[src/hw/sleep_wake_map.vh]
/*
  constants for the sleep/wake and tamper alarm supervisor: apb register map,
  field positions, reset values, flow-control characters and timing counts.
  assumes a 25 mhz pclk; included by bare name from the supervisor design file.
*/
`ifndef SLEEP_WAKE_MAP_VH
`define SLEEP_WAKE_MAP_VH

// ==================================================
// register byte offsets
`define OFS_CTRL 12'h000
`define OFS_STATUS 12'h004
`define OFS_IRQ_STAT 12'h008
`define OFS_IRQ_EN 12'h00C
`define OFS_IRQ_CLR 12'h010
`define OFS_TAMPER_MSG 12'h014
`define OFS_TX_CHAR 12'h018

// ==================================================
// ctrl fields
`define CTRL_XONOFF 0
`define CTRL_REPORT 1
`define CTRL_GPIO_LO 2
`define CTRL_GPIO_HI 4
`define CTRL_THR_LO 8
`define CTRL_THR_HI 15
`define CTRL_RESET 32'h0000_0100

// ==================================================
// interrupt bits
`define IRQ_SLEEP 0
`define IRQ_WAKE 1
`define IRQ_JOIN 2
`define IRQ_ALARM 3
`define IRQ_MSG 4
`define IRQ_W 5

// ==================================================
// characters
`define CHR_PROMPT 8'h3E
`define CHR_SLEEP 8'h5A
`define CHR_XOFF 8'h13
`define CHR_XON 8'h11

// ==================================================
// timing
`define CLK_HZ 25000000
`define XON_PERIOD_S 1
`define XON_CYC (`CLK_HZ * `XON_PERIOD_S)
`define MIN_PERIOD_S 60
`define HOUR_MINUTES 60
`define RESET_CYC_NS 1000
`define RESET_CYC (`RESET_CYC_NS / 40)

`endif

[src/hw/tick_divider.v]
/*
  divider that turns pclk into a one-cycle enable pulse every period cycles.
  assumes a free-running pclk and asynchronous active-low reset.
*/
`timescale 1ns/1ps
module tick_divider #(
  parameter PERIOD = 25000000
) (
  // clock and reset
  input wire pclk,
  input wire presetn,
  // control
  input wire clear,
  // tick out
  output reg tick
);

  reg [31:0] count;

  // ==================================================
  // counter
  always @(posedge pclk or negedge presetn) begin
    if (!presetn) begin
      count <= 32'h0000_0000;
      tick <= 1'b0;
    end else if (clear) begin
      count <= 32'h0000_0000;
      tick <= 1'b0;
    end else if (count == PERIOD - 1) begin
      count <= 32'h0000_0000;
      tick <= 1'b1;
    end else begin
      count <= count + 32'h0000_0001;
      tick <= 1'b0;
    end
  end

endmodule

[src/hw/sleep_wake_tamper_alarm.v]
/*
  supervisor of sleep, wake-up and rf tamper alarm for a serial mesh module.
  the uart itself sits outside: received characters arrive as rx_valid/rx_data
  and outgoing characters leave as tx_valid/tx_data with tx_ready from the uart.
  mesh join, radio link and interference flags come from the radio core on pclk.
  config_select is a pin and is synchronised here.
*/
// Overview of operation
// host pulls config low, awaits prompt
// sleep command in config mode sleeps
// config high in sleep wakes, full reset
// pull-ups off while asleep
// host drives config high push-pull
// cts high in reset, low on join
// one xoff after reset, xon after join
// xoff 13h, xon 11h, xon every second
// connection led flashes after wake
// reset message, cause sleep wake
// status report only if enabled
// alarm gpio low during tamper
// alarm gpio high when tamper ends
// alarm gpio index 0 to 7
// host sets alarm gpio as output
// alarm after threshold continuous minutes
// queue alarm message, send on link
// message high minutes, low hours since
// minute count clears when interference stops; kept here while the alarm is on or its message is queued
`timescale 1ns/1ps
`include "sleep_wake_map.vh"
module sleep_wake_tamper_alarm #(
  parameter XON_CYCLES = `XON_CYC,
  parameter MIN_TICKS = `MIN_PERIOD_S
) (
  // apb
  input wire pclk,
  input wire presetn,
  input wire psel,
  input wire penable,
  input wire pwrite,
  input wire [11:0] paddr,
  input wire [31:0] pwdata,
  output reg [31:0] prdata,
  output wire pready,
  output wire pslverr,
  // host pins
  input wire config_select_n,
  output wire cts,
  output wire pullup_enable,
  output wire connect_led,
  output wire [7:0] alarm_gpio,
  // uart character ports
  input wire rx_valid,
  input wire [7:0] rx_data,
  output wire tx_valid,
  output reg [7:0] tx_data,
  input wire tx_ready,
  // radio core status and messages
  input wire mesh_joined,
  input wire link_up,
  input wire interference,
  output reg reset_msg_valid,
  output reg status_report_valid,
  output reg tamper_msg_valid,
  output reg [15:0] tamper_msg_data,
  input wire msg_ready,
  output reg core_reset,
  // interrupt
  output wire irq
);

  localparam ST_RUN = 3'h0;
  localparam ST_CONFIG = 3'h1;
  localparam ST_SLEEP = 3'h2;
  localparam ST_RESET = 3'h3;
  localparam ST_JOIN = 3'h4;

  reg [2:0] state;
  reg cfg_s1, cfg_s2;
  reg [31:0] ctrl;
  reg [`IRQ_W-1:0] irq_stat, irq_en;
  reg [15:0] rst_cnt;
  reg prompt_pend, xoff_pend, xon_pend;
  reg led;
  reg [7:0] tamper_min, since_hr, hr_min;
  reg [5:0] sec_cnt;
  reg alarm_on, was_alarm, msg_pend;
  reg [7:0] sec_in_min;
  wire sec_tick, xon_tick;
  reg [`IRQ_W-1:0] ev;
  wire wr_en = psel && penable && pwrite;
  wire cfg_low = !cfg_s2;

  // one-hot gpio decode, used for drive and readback
  function [7:0] one_hot;
    input [2:0] idx;
    begin
      one_hot = 8'h01 << idx;
    end
  endfunction

  // ==================================================
  // divider: one-second tick, also used as the xon tick
  tick_divider #(.PERIOD(XON_CYCLES)) u_sec (
    .pclk(pclk), .presetn(presetn), .clear(1'b0), .tick(sec_tick));
  assign xon_tick = sec_tick;

  // config pin synchroniser
  always @(posedge pclk or negedge presetn) begin
    if (!presetn) begin
      cfg_s1 <= 1'b1;
      cfg_s2 <= 1'b1;
    end else begin
      cfg_s1 <= config_select_n;
      cfg_s2 <= cfg_s1;
    end
  end

  // ==================================================
  // sleep / wake state machine
  always @(posedge pclk or negedge presetn) begin
    if (!presetn) begin
      state <= ST_RESET;
      rst_cnt <= 16'h0000;
      core_reset <= 1'b1;
    end else begin
      case (state)
        ST_RUN: if (cfg_low) state <= ST_CONFIG;
        ST_CONFIG: begin
          if (!cfg_low)
            state <= ST_RUN;
          else if (rx_valid && rx_data == `CHR_SLEEP)
            state <= ST_SLEEP;
        end
        ST_SLEEP: begin
          if (!cfg_low) begin
            state <= ST_RESET;
            rst_cnt <= 16'h0000;
            core_reset <= 1'b1;
          end
        end
        ST_RESET: begin
          if (rst_cnt == `RESET_CYC - 1) begin
            state <= ST_JOIN;
            core_reset <= 1'b0;
          end else
            rst_cnt <= rst_cnt + 16'h0001;
        end
        ST_JOIN: if (mesh_joined) state <= ST_RUN;
        default: state <= ST_RESET;
      endcase
    end
  end

  assign pullup_enable = (state != ST_SLEEP);
  assign cts = (state == ST_RESET) || (state == ST_JOIN) || (state == ST_SLEEP);
  assign connect_led = led;

  // ==================================================
  // serial characters: prompt, xoff, xon
  always @(posedge pclk or negedge presetn) begin
    if (!presetn) begin
      prompt_pend <= 1'b0;
      xoff_pend <= 1'b0;
      xon_pend <= 1'b0;
    end else begin
      if (state == ST_RUN && cfg_low)
        prompt_pend <= 1'b1;
      else if (tx_ready && !xoff_pend && prompt_pend)
        prompt_pend <= 1'b0;
      if (state == ST_RESET && rst_cnt == `RESET_CYC - 1 && ctrl[`CTRL_XONOFF])
        xoff_pend <= 1'b1;
      else if (tx_ready)
        xoff_pend <= 1'b0;
      if (state == ST_RUN && ctrl[`CTRL_XONOFF] && xon_tick)
        xon_pend <= 1'b1;
      else if (state == ST_JOIN && mesh_joined && ctrl[`CTRL_XONOFF])
        xon_pend <= 1'b1;
      else if (tx_ready && !xoff_pend && !prompt_pend)
        xon_pend <= 1'b0;
    end
  end

  assign tx_valid = xoff_pend || prompt_pend || xon_pend;

  // tx data mux, xoff first
  always @* begin
    if (xoff_pend)
      tx_data = `CHR_XOFF;
    else if (prompt_pend)
      tx_data = `CHR_PROMPT;
    else
      tx_data = `CHR_XON;
  end

  // ==================================================
  // led and wake messages
  always @(posedge pclk or negedge presetn) begin
    if (!presetn) begin
      led <= 1'b0;
      reset_msg_valid <= 1'b0;
      status_report_valid <= 1'b0;
    end else begin
      if (state == ST_SLEEP || state == ST_RESET)
        led <= 1'b0;
      else if (sec_tick)
        led <= !led;
      if (state == ST_RESET && rst_cnt == `RESET_CYC - 1)
        reset_msg_valid <= 1'b1;
      else if (msg_ready)
        reset_msg_valid <= 1'b0;
      if (state == ST_JOIN && mesh_joined && ctrl[`CTRL_REPORT])
        status_report_valid <= 1'b1;
      else if (msg_ready && !reset_msg_valid)
        status_report_valid <= 1'b0;
    end
  end

  // ==================================================
  // tamper timing
  always @(posedge pclk or negedge presetn) begin
    if (!presetn) begin
      sec_in_min <= 8'h00;
      tamper_min <= 8'h00;
      since_hr <= 8'h00;
      hr_min <= 8'h00;
      alarm_on <= 1'b0;
      was_alarm <= 1'b0;
      msg_pend <= 1'b0;
      tamper_msg_valid <= 1'b0;
      tamper_msg_data <= 16'h0000;
      sec_cnt <= 6'h00;
    end else begin
      if (!interference) begin
        sec_in_min <= 8'h00;
        tamper_min <= (alarm_on || msg_pend) ? tamper_min : 8'h00; // kept while message queued
        alarm_on <= 1'b0;
        if (alarm_on) begin
          msg_pend <= 1'b1;
          was_alarm <= 1'b1;
          since_hr <= 8'h00;
          hr_min <= 8'h00;
        end
      end else if (sec_tick) begin
        if (sec_in_min == MIN_TICKS - 1) begin
          sec_in_min <= 8'h00;
          if (tamper_min != 8'hFF)
            tamper_min <= tamper_min + 8'h01;
          if (tamper_min + 8'h01 >= ctrl[`CTRL_THR_HI:`CTRL_THR_LO] && ctrl[`CTRL_THR_HI:`CTRL_THR_LO] != 8'h00)
            alarm_on <= 1'b1;
        end else
          sec_in_min <= sec_in_min + 8'h01;
      end
      if (interference && !alarm_on && tamper_min == 8'h00 && was_alarm && !msg_pend)
        was_alarm <= 1'b0;
      // hours since tamper ended
      if (!interference && was_alarm && sec_tick) begin
        if (sec_cnt == MIN_TICKS - 1) begin
          sec_cnt <= 6'h00;
          if (hr_min == `HOUR_MINUTES - 1) begin
            hr_min <= 8'h00;
            if (since_hr != 8'hFF)
              since_hr <= since_hr + 8'h01;
          end else
            hr_min <= hr_min + 8'h01;
        end else
          sec_cnt <= sec_cnt + 6'h01;
      end
      if (msg_pend && link_up && !tamper_msg_valid) begin
        tamper_msg_valid <= 1'b1;
        tamper_msg_data <= {tamper_min, since_hr};
      end else if (tamper_msg_valid && msg_ready) begin
        tamper_msg_valid <= 1'b0;
        msg_pend <= 1'b0;
        was_alarm <= 1'b0;
      end
    end
  end

  // alarm gpio: selected pin low during alarm, others high
  assign alarm_gpio = alarm_on ? ~one_hot(ctrl[`CTRL_GPIO_HI:`CTRL_GPIO_LO]) : 8'hFF;

  // ==================================================
  // interrupt events
  always @* begin
    ev = {`IRQ_W{1'b0}};
    ev[`IRQ_SLEEP] = (state == ST_CONFIG) && rx_valid && (rx_data == `CHR_SLEEP);
    ev[`IRQ_WAKE] = (state == ST_SLEEP) && !cfg_low;
    ev[`IRQ_JOIN] = (state == ST_JOIN) && mesh_joined;
    ev[`IRQ_ALARM] = interference && sec_tick && (sec_in_min == MIN_TICKS - 1) && !alarm_on &&
      (tamper_min + 8'h01 >= ctrl[`CTRL_THR_HI:`CTRL_THR_LO]) && (ctrl[`CTRL_THR_HI:`CTRL_THR_LO] != 8'h00);
    ev[`IRQ_MSG] = tamper_msg_valid && msg_ready;
  end

  // ==================================================
  // apb registers; set wins over clear
  always @(posedge pclk or negedge presetn) begin
    if (!presetn) begin
      ctrl <= `CTRL_RESET;
      irq_en <= {`IRQ_W{1'b0}};
      irq_stat <= {`IRQ_W{1'b0}};
    end else begin
      if (wr_en && paddr == `OFS_CTRL)
        ctrl <= {16'h0000, pwdata[15:0]};
      if (wr_en && paddr == `OFS_IRQ_EN)
        irq_en <= pwdata[`IRQ_W-1:0];
      if (wr_en && paddr == `OFS_IRQ_CLR)
        irq_stat <= (irq_stat & ~pwdata[`IRQ_W-1:0]) | ev;
      else
        irq_stat <= irq_stat | ev;
    end
  end

  // read mux
  always @* begin
    case (paddr)
      `OFS_CTRL: prdata = {16'h0000, ctrl[15:0]};
      `OFS_STATUS: prdata = {16'h0000, alarm_gpio, 2'b00, alarm_on, cts, pullup_enable, state};
      `OFS_IRQ_STAT: prdata = {27'h0000000, irq_stat};
      `OFS_IRQ_EN: prdata = {27'h0000000, irq_en};
      `OFS_TAMPER_MSG: prdata = {16'h0000, tamper_min, since_hr};
      default: prdata = 32'h0000_0000;
    endcase
  end

  assign pready = 1'b1;
  assign pslverr = psel && penable && !(paddr == `OFS_CTRL || paddr == `OFS_STATUS || paddr == `OFS_IRQ_STAT ||
    paddr == `OFS_IRQ_EN || paddr == `OFS_IRQ_CLR || paddr == `OFS_TAMPER_MSG);
  assign irq = |(irq_stat & irq_en);

endmodule

[config.mk]
export PLATFORM = sky130hd
export DESIGN_NAME = sleep_wake_tamper_alarm
export DESIGN_NICKNAME = d
export VERILOG_FILES = /design/src/hw/tick_divider.v /design/src/hw/sleep_wake_tamper_alarm.v
export VERILOG_INCLUDE_DIRS = /design/src /design/src/hw
export SDC_FILE = /design/constraint.sdc
export NUM_CORES = 1
export LEC_CHECK = 0
export BUFFER_PORTS_ARGS = -buffer_cell sky130_fd_sc_hd__buf_2
export CORE_MARGIN = 2
export CORE_UTILIZATION = 53
export CTS_BUF_LIST = sky130_fd_sc_hd__clkbuf_4
export CTS_CLUSTER_SIZE = 24
export DETAILED_ROUTE_END_ITERATION = 16
export GPL_TIMING_DRIVEN = 0
export PLACE_DENSITY = 0.79
export SYNTH_ARGS = -nofsm -noshare
export SYNTH_HDL_FRONTEND = slang
export SYNTH_SLANG_ARGS = --single-unit
[constraint.sdc]
create_clock -name pclk -period 2.3 [get_ports pclk]
set_input_delay 0.23 -clock pclk [delete_from_list [all_inputs] [get_ports pclk]]
set_output_delay 0.23 -clock pclk [all_outputs]
set_load 0.01 [all_outputs]
==> impl_metrics.tcl, run 1 <==
set metrics [dict create \
    yosysWarningCount 0 \
    grt_start_max_net_pins 103 \
    layout-area-overhead-vs-synth_pct 19.1 \
    cp-start-kind "input port" \
    clk-insertion-delay-late_ns 0.57 \
    routabilityCongestion 0.861 \
    post_synthesis_cell_area_mm2 0.00772 \
    synth_enable_flop_cells 0 \
    grt_antenna_before_repair 1 \
    final_common_cell "sky130_fd_sc_hd__dfrtp_1" \
    switching_power_uw 1800 \
    cts_buffers 17 \
    fin_worst_skew_ns 0.0172 \
    worst_r2r_startpoint "tamper_min[0]" \
    ys_seq_elements 145 \
    static-leakage-power_uw 0.00438 \
    timing.setup.critical_path_class "input port to output port" \
    worstPathArrival_ns 1.99 \
    syn_avg_cell_area_um2 9.77 \
    synth_largest_type_area_fraction_pct 45.1 \
    final_core_utilization_pct 64.0 \
    effective_utilization_at_floorplan_pct 53.7 \
    wl_um 18300 \
    numPortBuffers 101 \
    estimated_wirelength_of_the_detail_placed_design_um 13000 \
    finalMaxSlewViolations 0 \
    r2r_setup_slack_ns 0.11 \
    cap_violations 0 \
    rsz_0062_raised_after_global_routing "yes" \
    design.final.nets 1035 \
    layout_common_cells "sky130_fd_sc_hd__dfrtp_1 (133), sky130_fd_sc_hd__buf_2 (106), sky130_fd_sc_hd__nand2_1 (72)" \
    finalHoldViolCount 0 \
    min_path_type "input port to register" \
    die_height_um 125 \
    maximum_vdd_drop_v 0.000436 \
    finalPower_uw 5830 \
    fin_tns_setup_ns 0 \
    netSwitchingFraction_pct 30.8 \
    top_level_ports 139 \
    hp-start "link_up" \
    die_area_mm2 0.0155 \
    drtIter0Drc 704 \
    numPlacedInstances 1094 \
    cts-htree-levels 4 \
    share_comb_of_total_power_pct 19.7 \
    seq_power_share_pct 51.2 \
    critical_path.endpoint_type "output port" \
    timing.final.crit_period_ns 2.22 \
    proportion_of_synthesized_flip_flops_having_asynchronous_set_or_reset_pct 100 \
    hold-path-cell-count 3 \
    detailedRoute.firstPassIterationCount 6 \
    ant_nets 0 \
    tightest_slew_ns 0.792 \
    cts.sink_count 145 \
    die_w_um 125 \
    final.fill_count 1175 \
    period_share_pct 96.4 \
    rows 44 \
    grt_pass1_vias 5971 \
    layout-drive-gt1-share_pct 24.9 \
    vias_per_cell 5.64 \
    root_buffer "sky130_fd_sc_hd__clkbuf_4" \
    detail_route.wl_per_cell_um 15.8 \
    timing.max_slew.rel_slack_pct 46.7 \
    post-route-drc-count 0 \
    worst_ep_required_time_ns 2.07 \
    yosysTopAreaCell "sky130_fd_sc_hd__dfrtp_1" \
    detailroute.via_count 6495 \
    proportion_of_synthesized_chip_area_in_sequential_cells_pct 47.1 \
    r2r_cells 9 \
    power.clock.fraction_pct 29.1 \
    synth_top_flop_cell "sky130_fd_sc_hd__dfrtp_1" \
    syn_inst 790 \
    tritoncts_clock_tree "done" \
    max-clock-path-buffers 2 \
    grt-ovfl-total 0 \
    floorplan.core_area_mm2 0.0144 \
    status "finished, final reports clean" \
    multi_input_comb_area_mm2 0.00382 \
    groute.usage.overall_pct 23.3 \
    cellInternalPower_uw 4030 \
    sequential_cell_area_mm2 0.00364 \
    worstReg2RegEnd "irq_stat[3]" \
    distinct_cell_type_count_after_synthesis 62 \
    cp_max_fo 10 \
    clock.fmax_ghz 0.451 \
    grt_pass1_wl_um 29500 \
    power.density_cell_area_mw_per_mm2 634 \
    clkTransAtPathRegs_ns 0.13 \
    report.final.setup_viol 0 \
    whs_endpoint "tamper_msg_data[0]" \
    ys_top_cells_by_area "sky130_fd_sc_hd__dfrtp_1 (45%), sky130_fd_sc_hd__mux2_2 (4.4%), sky130_fd_sc_hd__o21ai_0 (4.3%), sky130_fd_sc_hd__nand2_1 (3.5%), sky130_fd_sc_hd__nor2_1 (3.5%)" \
    layoutNonFillerInstCount 1152 \
]
-- cells by family after synthesis --
kind of cell,synth area share [%]
AOI/OAI and AO/OA,12.3
buffers and inverters,5.19
muxes,4.77
DFF,47.1
other,0.0973
adders and majority gates,2.76
and+or+nand+nor,21.8
xor gates and xnor gates,6.01
-- final cells by class --
cell class,count,area share [%]
clock buffer,17,1.39
timing repair buffer,132,8.91
inverter,40,1.63
clock inverter,15,1.81
multi-input combinational,581,41.6
antenna,1,0.0272
sequential,145,39.6
buffer,37,2.54
tap,184,2.50
-- what timing repair did --
action	CTS	global route
hold buffers	22	0
resized for setup	10	19
buffers inserted	3	5
endpoints found under the hold margin	76	0
pin swaps	0	1
setup endpoints to repair	14	22
-- Yosys cell counts, drive strengths merged, types with 7 or more instances --
cell    number
nand3       49
nand2b      10
buf         30
a22o        11
nor3        10
xor2        26
nor2b       10
clkbuf      12
and3        21
a21oi        9
nand3b       8
nor2        71
o211ai       8
inv         40
nand4       14
xnor2       27
a22oi       12
nor4        19
o21ai       68
nand2       72
o31ai        7
dfrtp      139
ha          17
mux2        30
-- sequential cells by signal, indices dropped and copies added (netlist names), 6 cells and up --
| register | count |
|---|---|
| u_sec.count | 32 |
| ctrl | 16 |
| rst_cnt | 16 |
| tamper_msg_data | 16 |
| hr_min | 8 |
| sec_in_min | 8 |
| since_hr | 8 |
| tamper_min | 8 |
| sec_cnt | 6 |
-- power by group through the flow --
stage	Sequential (uW)	Clock, uW	Combinational, uW
floorplan	2960	0	658
global placement	2960	0	1050
detailed placement	2970	0	1080
CTS	2980	1720	1080
global route	3010	1840	1260
finish	2990	1690	1150
-- worst max path at each step --
stage	startpoint	endpoint	slack [ns]	cells past startpoint
finish	paddr[7]	prdata[3]	0.08	8
global route	irq_stat[0]	prdata[0]	-0.05	5
global placement	presetn	u_sec.count[3]	-1.06	1
detailed placement	tamper_min[0]	irq_stat[3]	-0.13	9
floorplan	tamper_min[0]	irq_stat[3]	0.13	9
CTS	state[1]	prdata[4]	0.002	4
-- routing by layer --
layer  vias to the layer above  routed length [um]  global-route usage, %
li1                       3109                   -                      -
met1                      3103                8010                   32.2
met2                       239                8500                   36.2
met3                        44                1330                   5.67
met4                         0                 416                   7.93
met5                         -                   0                      0
-- stage by stage --
step | hold slack (ns) | worst slack (ns) | area [um^2]
finish | 0.0472 | 0.0824 | 9200
global route | 0.0450 | -0.0498 | 9200
global placement | 0.336 | -1.06 | 8520
CTS | 0.0225 | 0.00164 | 9100
detailed placement | 0.182 | -0.132 | 8560
floorplan | -0.0656 | 0.132 | 7790
-- worst max-delay path, stage by stage --
cell and delay (ns):
sky130_fd_sc_hd__buf_2 0.10, sky130_fd_sc_hd__nor4_2 0.38, sky130_fd_sc_hd__nand3_2 0.24, sky130_fd_sc_hd__nor2_2 0.21, sky130_fd_sc_hd__nand2_1 0.08, sky130_fd_sc_hd__clkbuf_1 0.23, sky130_fd_sc_hd__o21ai_0 0.31, sky130_fd_sc_hd__buf_2 0.19
(Power assumes the default switching activity.)
==> inputs of run 2 (changes only) <==
- PLACE_DENSITY: 0.79 -> 0.84
==> run 2 against run 1 <==
  * Sequential power about the same
  * Sequential share of layout area decreased by 0.58 points
  * Clock power is 4% higher
  * First-iteration DRC count up 6.4%
  * Via count rose by 2.2%
  * Worst hold slack improved by 0.020 ns
  * Combinational power is 13% higher
  * Global-route usage up 1.2 points
  * Flip-flop and latch count is the same
  * Non-clock buffer count is 12 higher
  * Design area up 1.4%
  * Clock skew is 0.0083 ns higher
  * Critical path type is now register to register
  * Largest cell class unchanged
==> impl_metrics.tcl, run 2 (synthesis results as in run 1) <==
set metrics [dict create \
    status "finished, final reports clean" \
    effective_utilization_at_floorplan_pct 53.7 \
    max-clock-path-buffers 2 \
    rsz_0062_raised_after_global_routing "yes" \
    clk-insertion-delay-late_ns 0.58 \
    met2_wire_length_um 9220 \
    wl_um 19100 \
    regMostFlops "u_sec.count" \
    fin_worst_skew_ns 0.0256 \
    clkTransAtPathRegs_ns 0.14 \
    clock.fmax_ghz 0.443 \
    finalMaxSlewViolations 0 \
    floorplan.core_area_mm2 0.0144 \
    cts.sink_count 145 \
    critical_path.endpoint_type "register" \
    grt_start_max_net_pins 88 \
    layout-area-overhead-vs-synth_pct 20.8 \
    drtIter0Drc 749 \
    rows 44 \
    timing.max_slew.rel_slack_pct 43.5 \
    layout_common_cells "sky130_fd_sc_hd__dfrtp_1 (135), sky130_fd_sc_hd__buf_2 (105), sky130_fd_sc_hd__nand2_1 (71)" \
    multi_input_comb_area_mm2 0.00384 \
    grt_antenna_before_repair 1 \
    groute.usage.overall_pct 24.6 \
    numPortBuffers 101 \
    route.top_layer_used "met4" \
    final_area_mm2 0.00933 \
    grt-ovfl-total 0 \
    die_area_mm2 0.0155 \
    estimated_wirelength_of_the_detail_placed_design_um 13400 \
    die_height_um 125 \
    fin_worst_hold_slack_ns 0.0669 \
    cp-start-kind "register" \
    min_path_type "input port to register" \
    static-leakage-power_uw 0.00447 \
    worst_ep_required_time_ns 2.76 \
    detail_route.wl_per_cell_um 16.4 \
    ant_nets 0 \
    vias_per_cell 5.70 \
    maximum_vdd_drop_v 0.000445 \
    design.final.nets 1047 \
    tritoncts_clock_tree "done" \
    final.fill_count 1118 \
    report.final.setup_viol 0 \
    route.met3.wl_um 1300 \
    layout-drive-gt1-share_pct 26.6 \
    detailroute.via_count 6635 \
    timing.setup.critical_path_class "register to register" \
    finalHoldViolCount 0 \
    power.density_cell_area_mw_per_mm2 645 \
    final_common_cell "sky130_fd_sc_hd__dfrtp_1" \
    cap_violations 0 \
    post-route-drc-count 0 \
    routabilityCongestion 0.922 \
    worstPathArrival_ns 2.72 \
    cp_max_fo 4 \
    die_w_um 125 \
    timing.final.crit_period_ns 2.26 \
    largest_register_ff_count 32 \
    detailedRoute.firstPassIterationCount 7 \
    detail_route.wirelength.met1_um 8220 \
    period_share_pct 98.2 \
    final_core_utilization_pct 64.9 \
    grt_pass1_wl_um 31200 \
    cts_buffers 17 \
    cts-htree-levels 4 \
    sequential_cell_area_mm2 0.00364 \
    grt_pass1_vias 6393 \
    post_dp_cell_area_mm2 0.00856 \
    tightest_slew_ns 0.839 \
    top_level_ports 139 \
    root_buffer "sky130_fd_sc_hd__clkbuf_4" \
]
run 2: cell types whose count changed in the layout (fill, tap and decap cells not counted), moves of 2 or more:
cell,delta
sky130_fd_sc_hd__buf_4,+13
sky130_fd_sc_hd__clkinv_1,-2
sky130_fd_sc_hd__clkinv_4,+4
sky130_fd_sc_hd__clkinvlp_4,-2
sky130_fd_sc_hd__dfrtp_1,+2
sky130_fd_sc_hd__dfrtp_2,-2
run 2: through the flow:
stage               power [uW]  setup TNS, ns  setup slack [ns]  cells
floorplan                 3610              0             0.132    808
global placement          4020        -142.73             -1.03   1093
detailed placement        4060         -0.879            -0.204   1094
CTS                       5840              0           0.00449   1146
global route              6330         -0.141           -0.0575   1164
finish                    6020              0            0.0404   1164
run 2: critical path, stage by stage (launching register included):
cell                      delay [ns]
sky130_fd_sc_hd__dfrtp_2        0.45
sky130_fd_sc_hd__and3_1         0.19
sky130_fd_sc_hd__nand3_2        0.14
sky130_fd_sc_hd__nor2_2         0.19
sky130_fd_sc_hd__xor2_2         0.23
sky130_fd_sc_hd__ha_1           0.28
sky130_fd_sc_hd__o21ai_1        0.09
sky130_fd_sc_hd__nor2_1         0.06
sky130_fd_sc_hd__o31a_1         0.30
sky130_fd_sc_hd__a22o_1         0.23
run 2: area by class of cell:
type	instances	area share (%)
multi-input cells	581	41.2
diodes	1	0.0268
plain buffers	37	2.59
flip-flops and latches	145	39.0
repair buffers	144	9.73
inverters	40	1.61
clock buffers	17	1.37
well taps	184	2.47
clock inverters	15	1.96
run 2: report_power, final:
part	switching [uW]	internal [uW]	total [uW]
logic	687	611	1300
registers	210	2750	2960
clock network	993	765	1760
total	1890	4130	6020
run 2: worst paths after layout:
path | cells past startpoint | start | to | slack, ns
worst max-delay path | 9 | tamper_min[0] | irq_stat[3] | 0.04
worst min-delay path | 4 | rx_data[7] | state[1] | 0.07
worst max register to register | 9 | tamper_min[0] | irq_stat[3] | 0.04
worst min register to register | 0 | cfg_s1 | cfg_s2 | 0.36
max in group asynchronous | 3 | presetn | cfg_s1 | 1.29
min in group asynchronous | 2 | presetn | tamper_msg_data[3] | 0.18
run 2: per-layer routing:
metal,global-route usage [%],vias to the layer above
met4,8.13,0
met3,5.20,36
met5,0,-
met1,33.5,3199
li1,-,3130
met2,39.3,270
run 2: repair_timing:
item,CTS,global route
buffers inserted,3,18
endpoints found under the setup margin,14,21
pin swaps,0,3
gates resized for setup,15,22
hold endpoints to repair,91,0
hold buffers,21,0
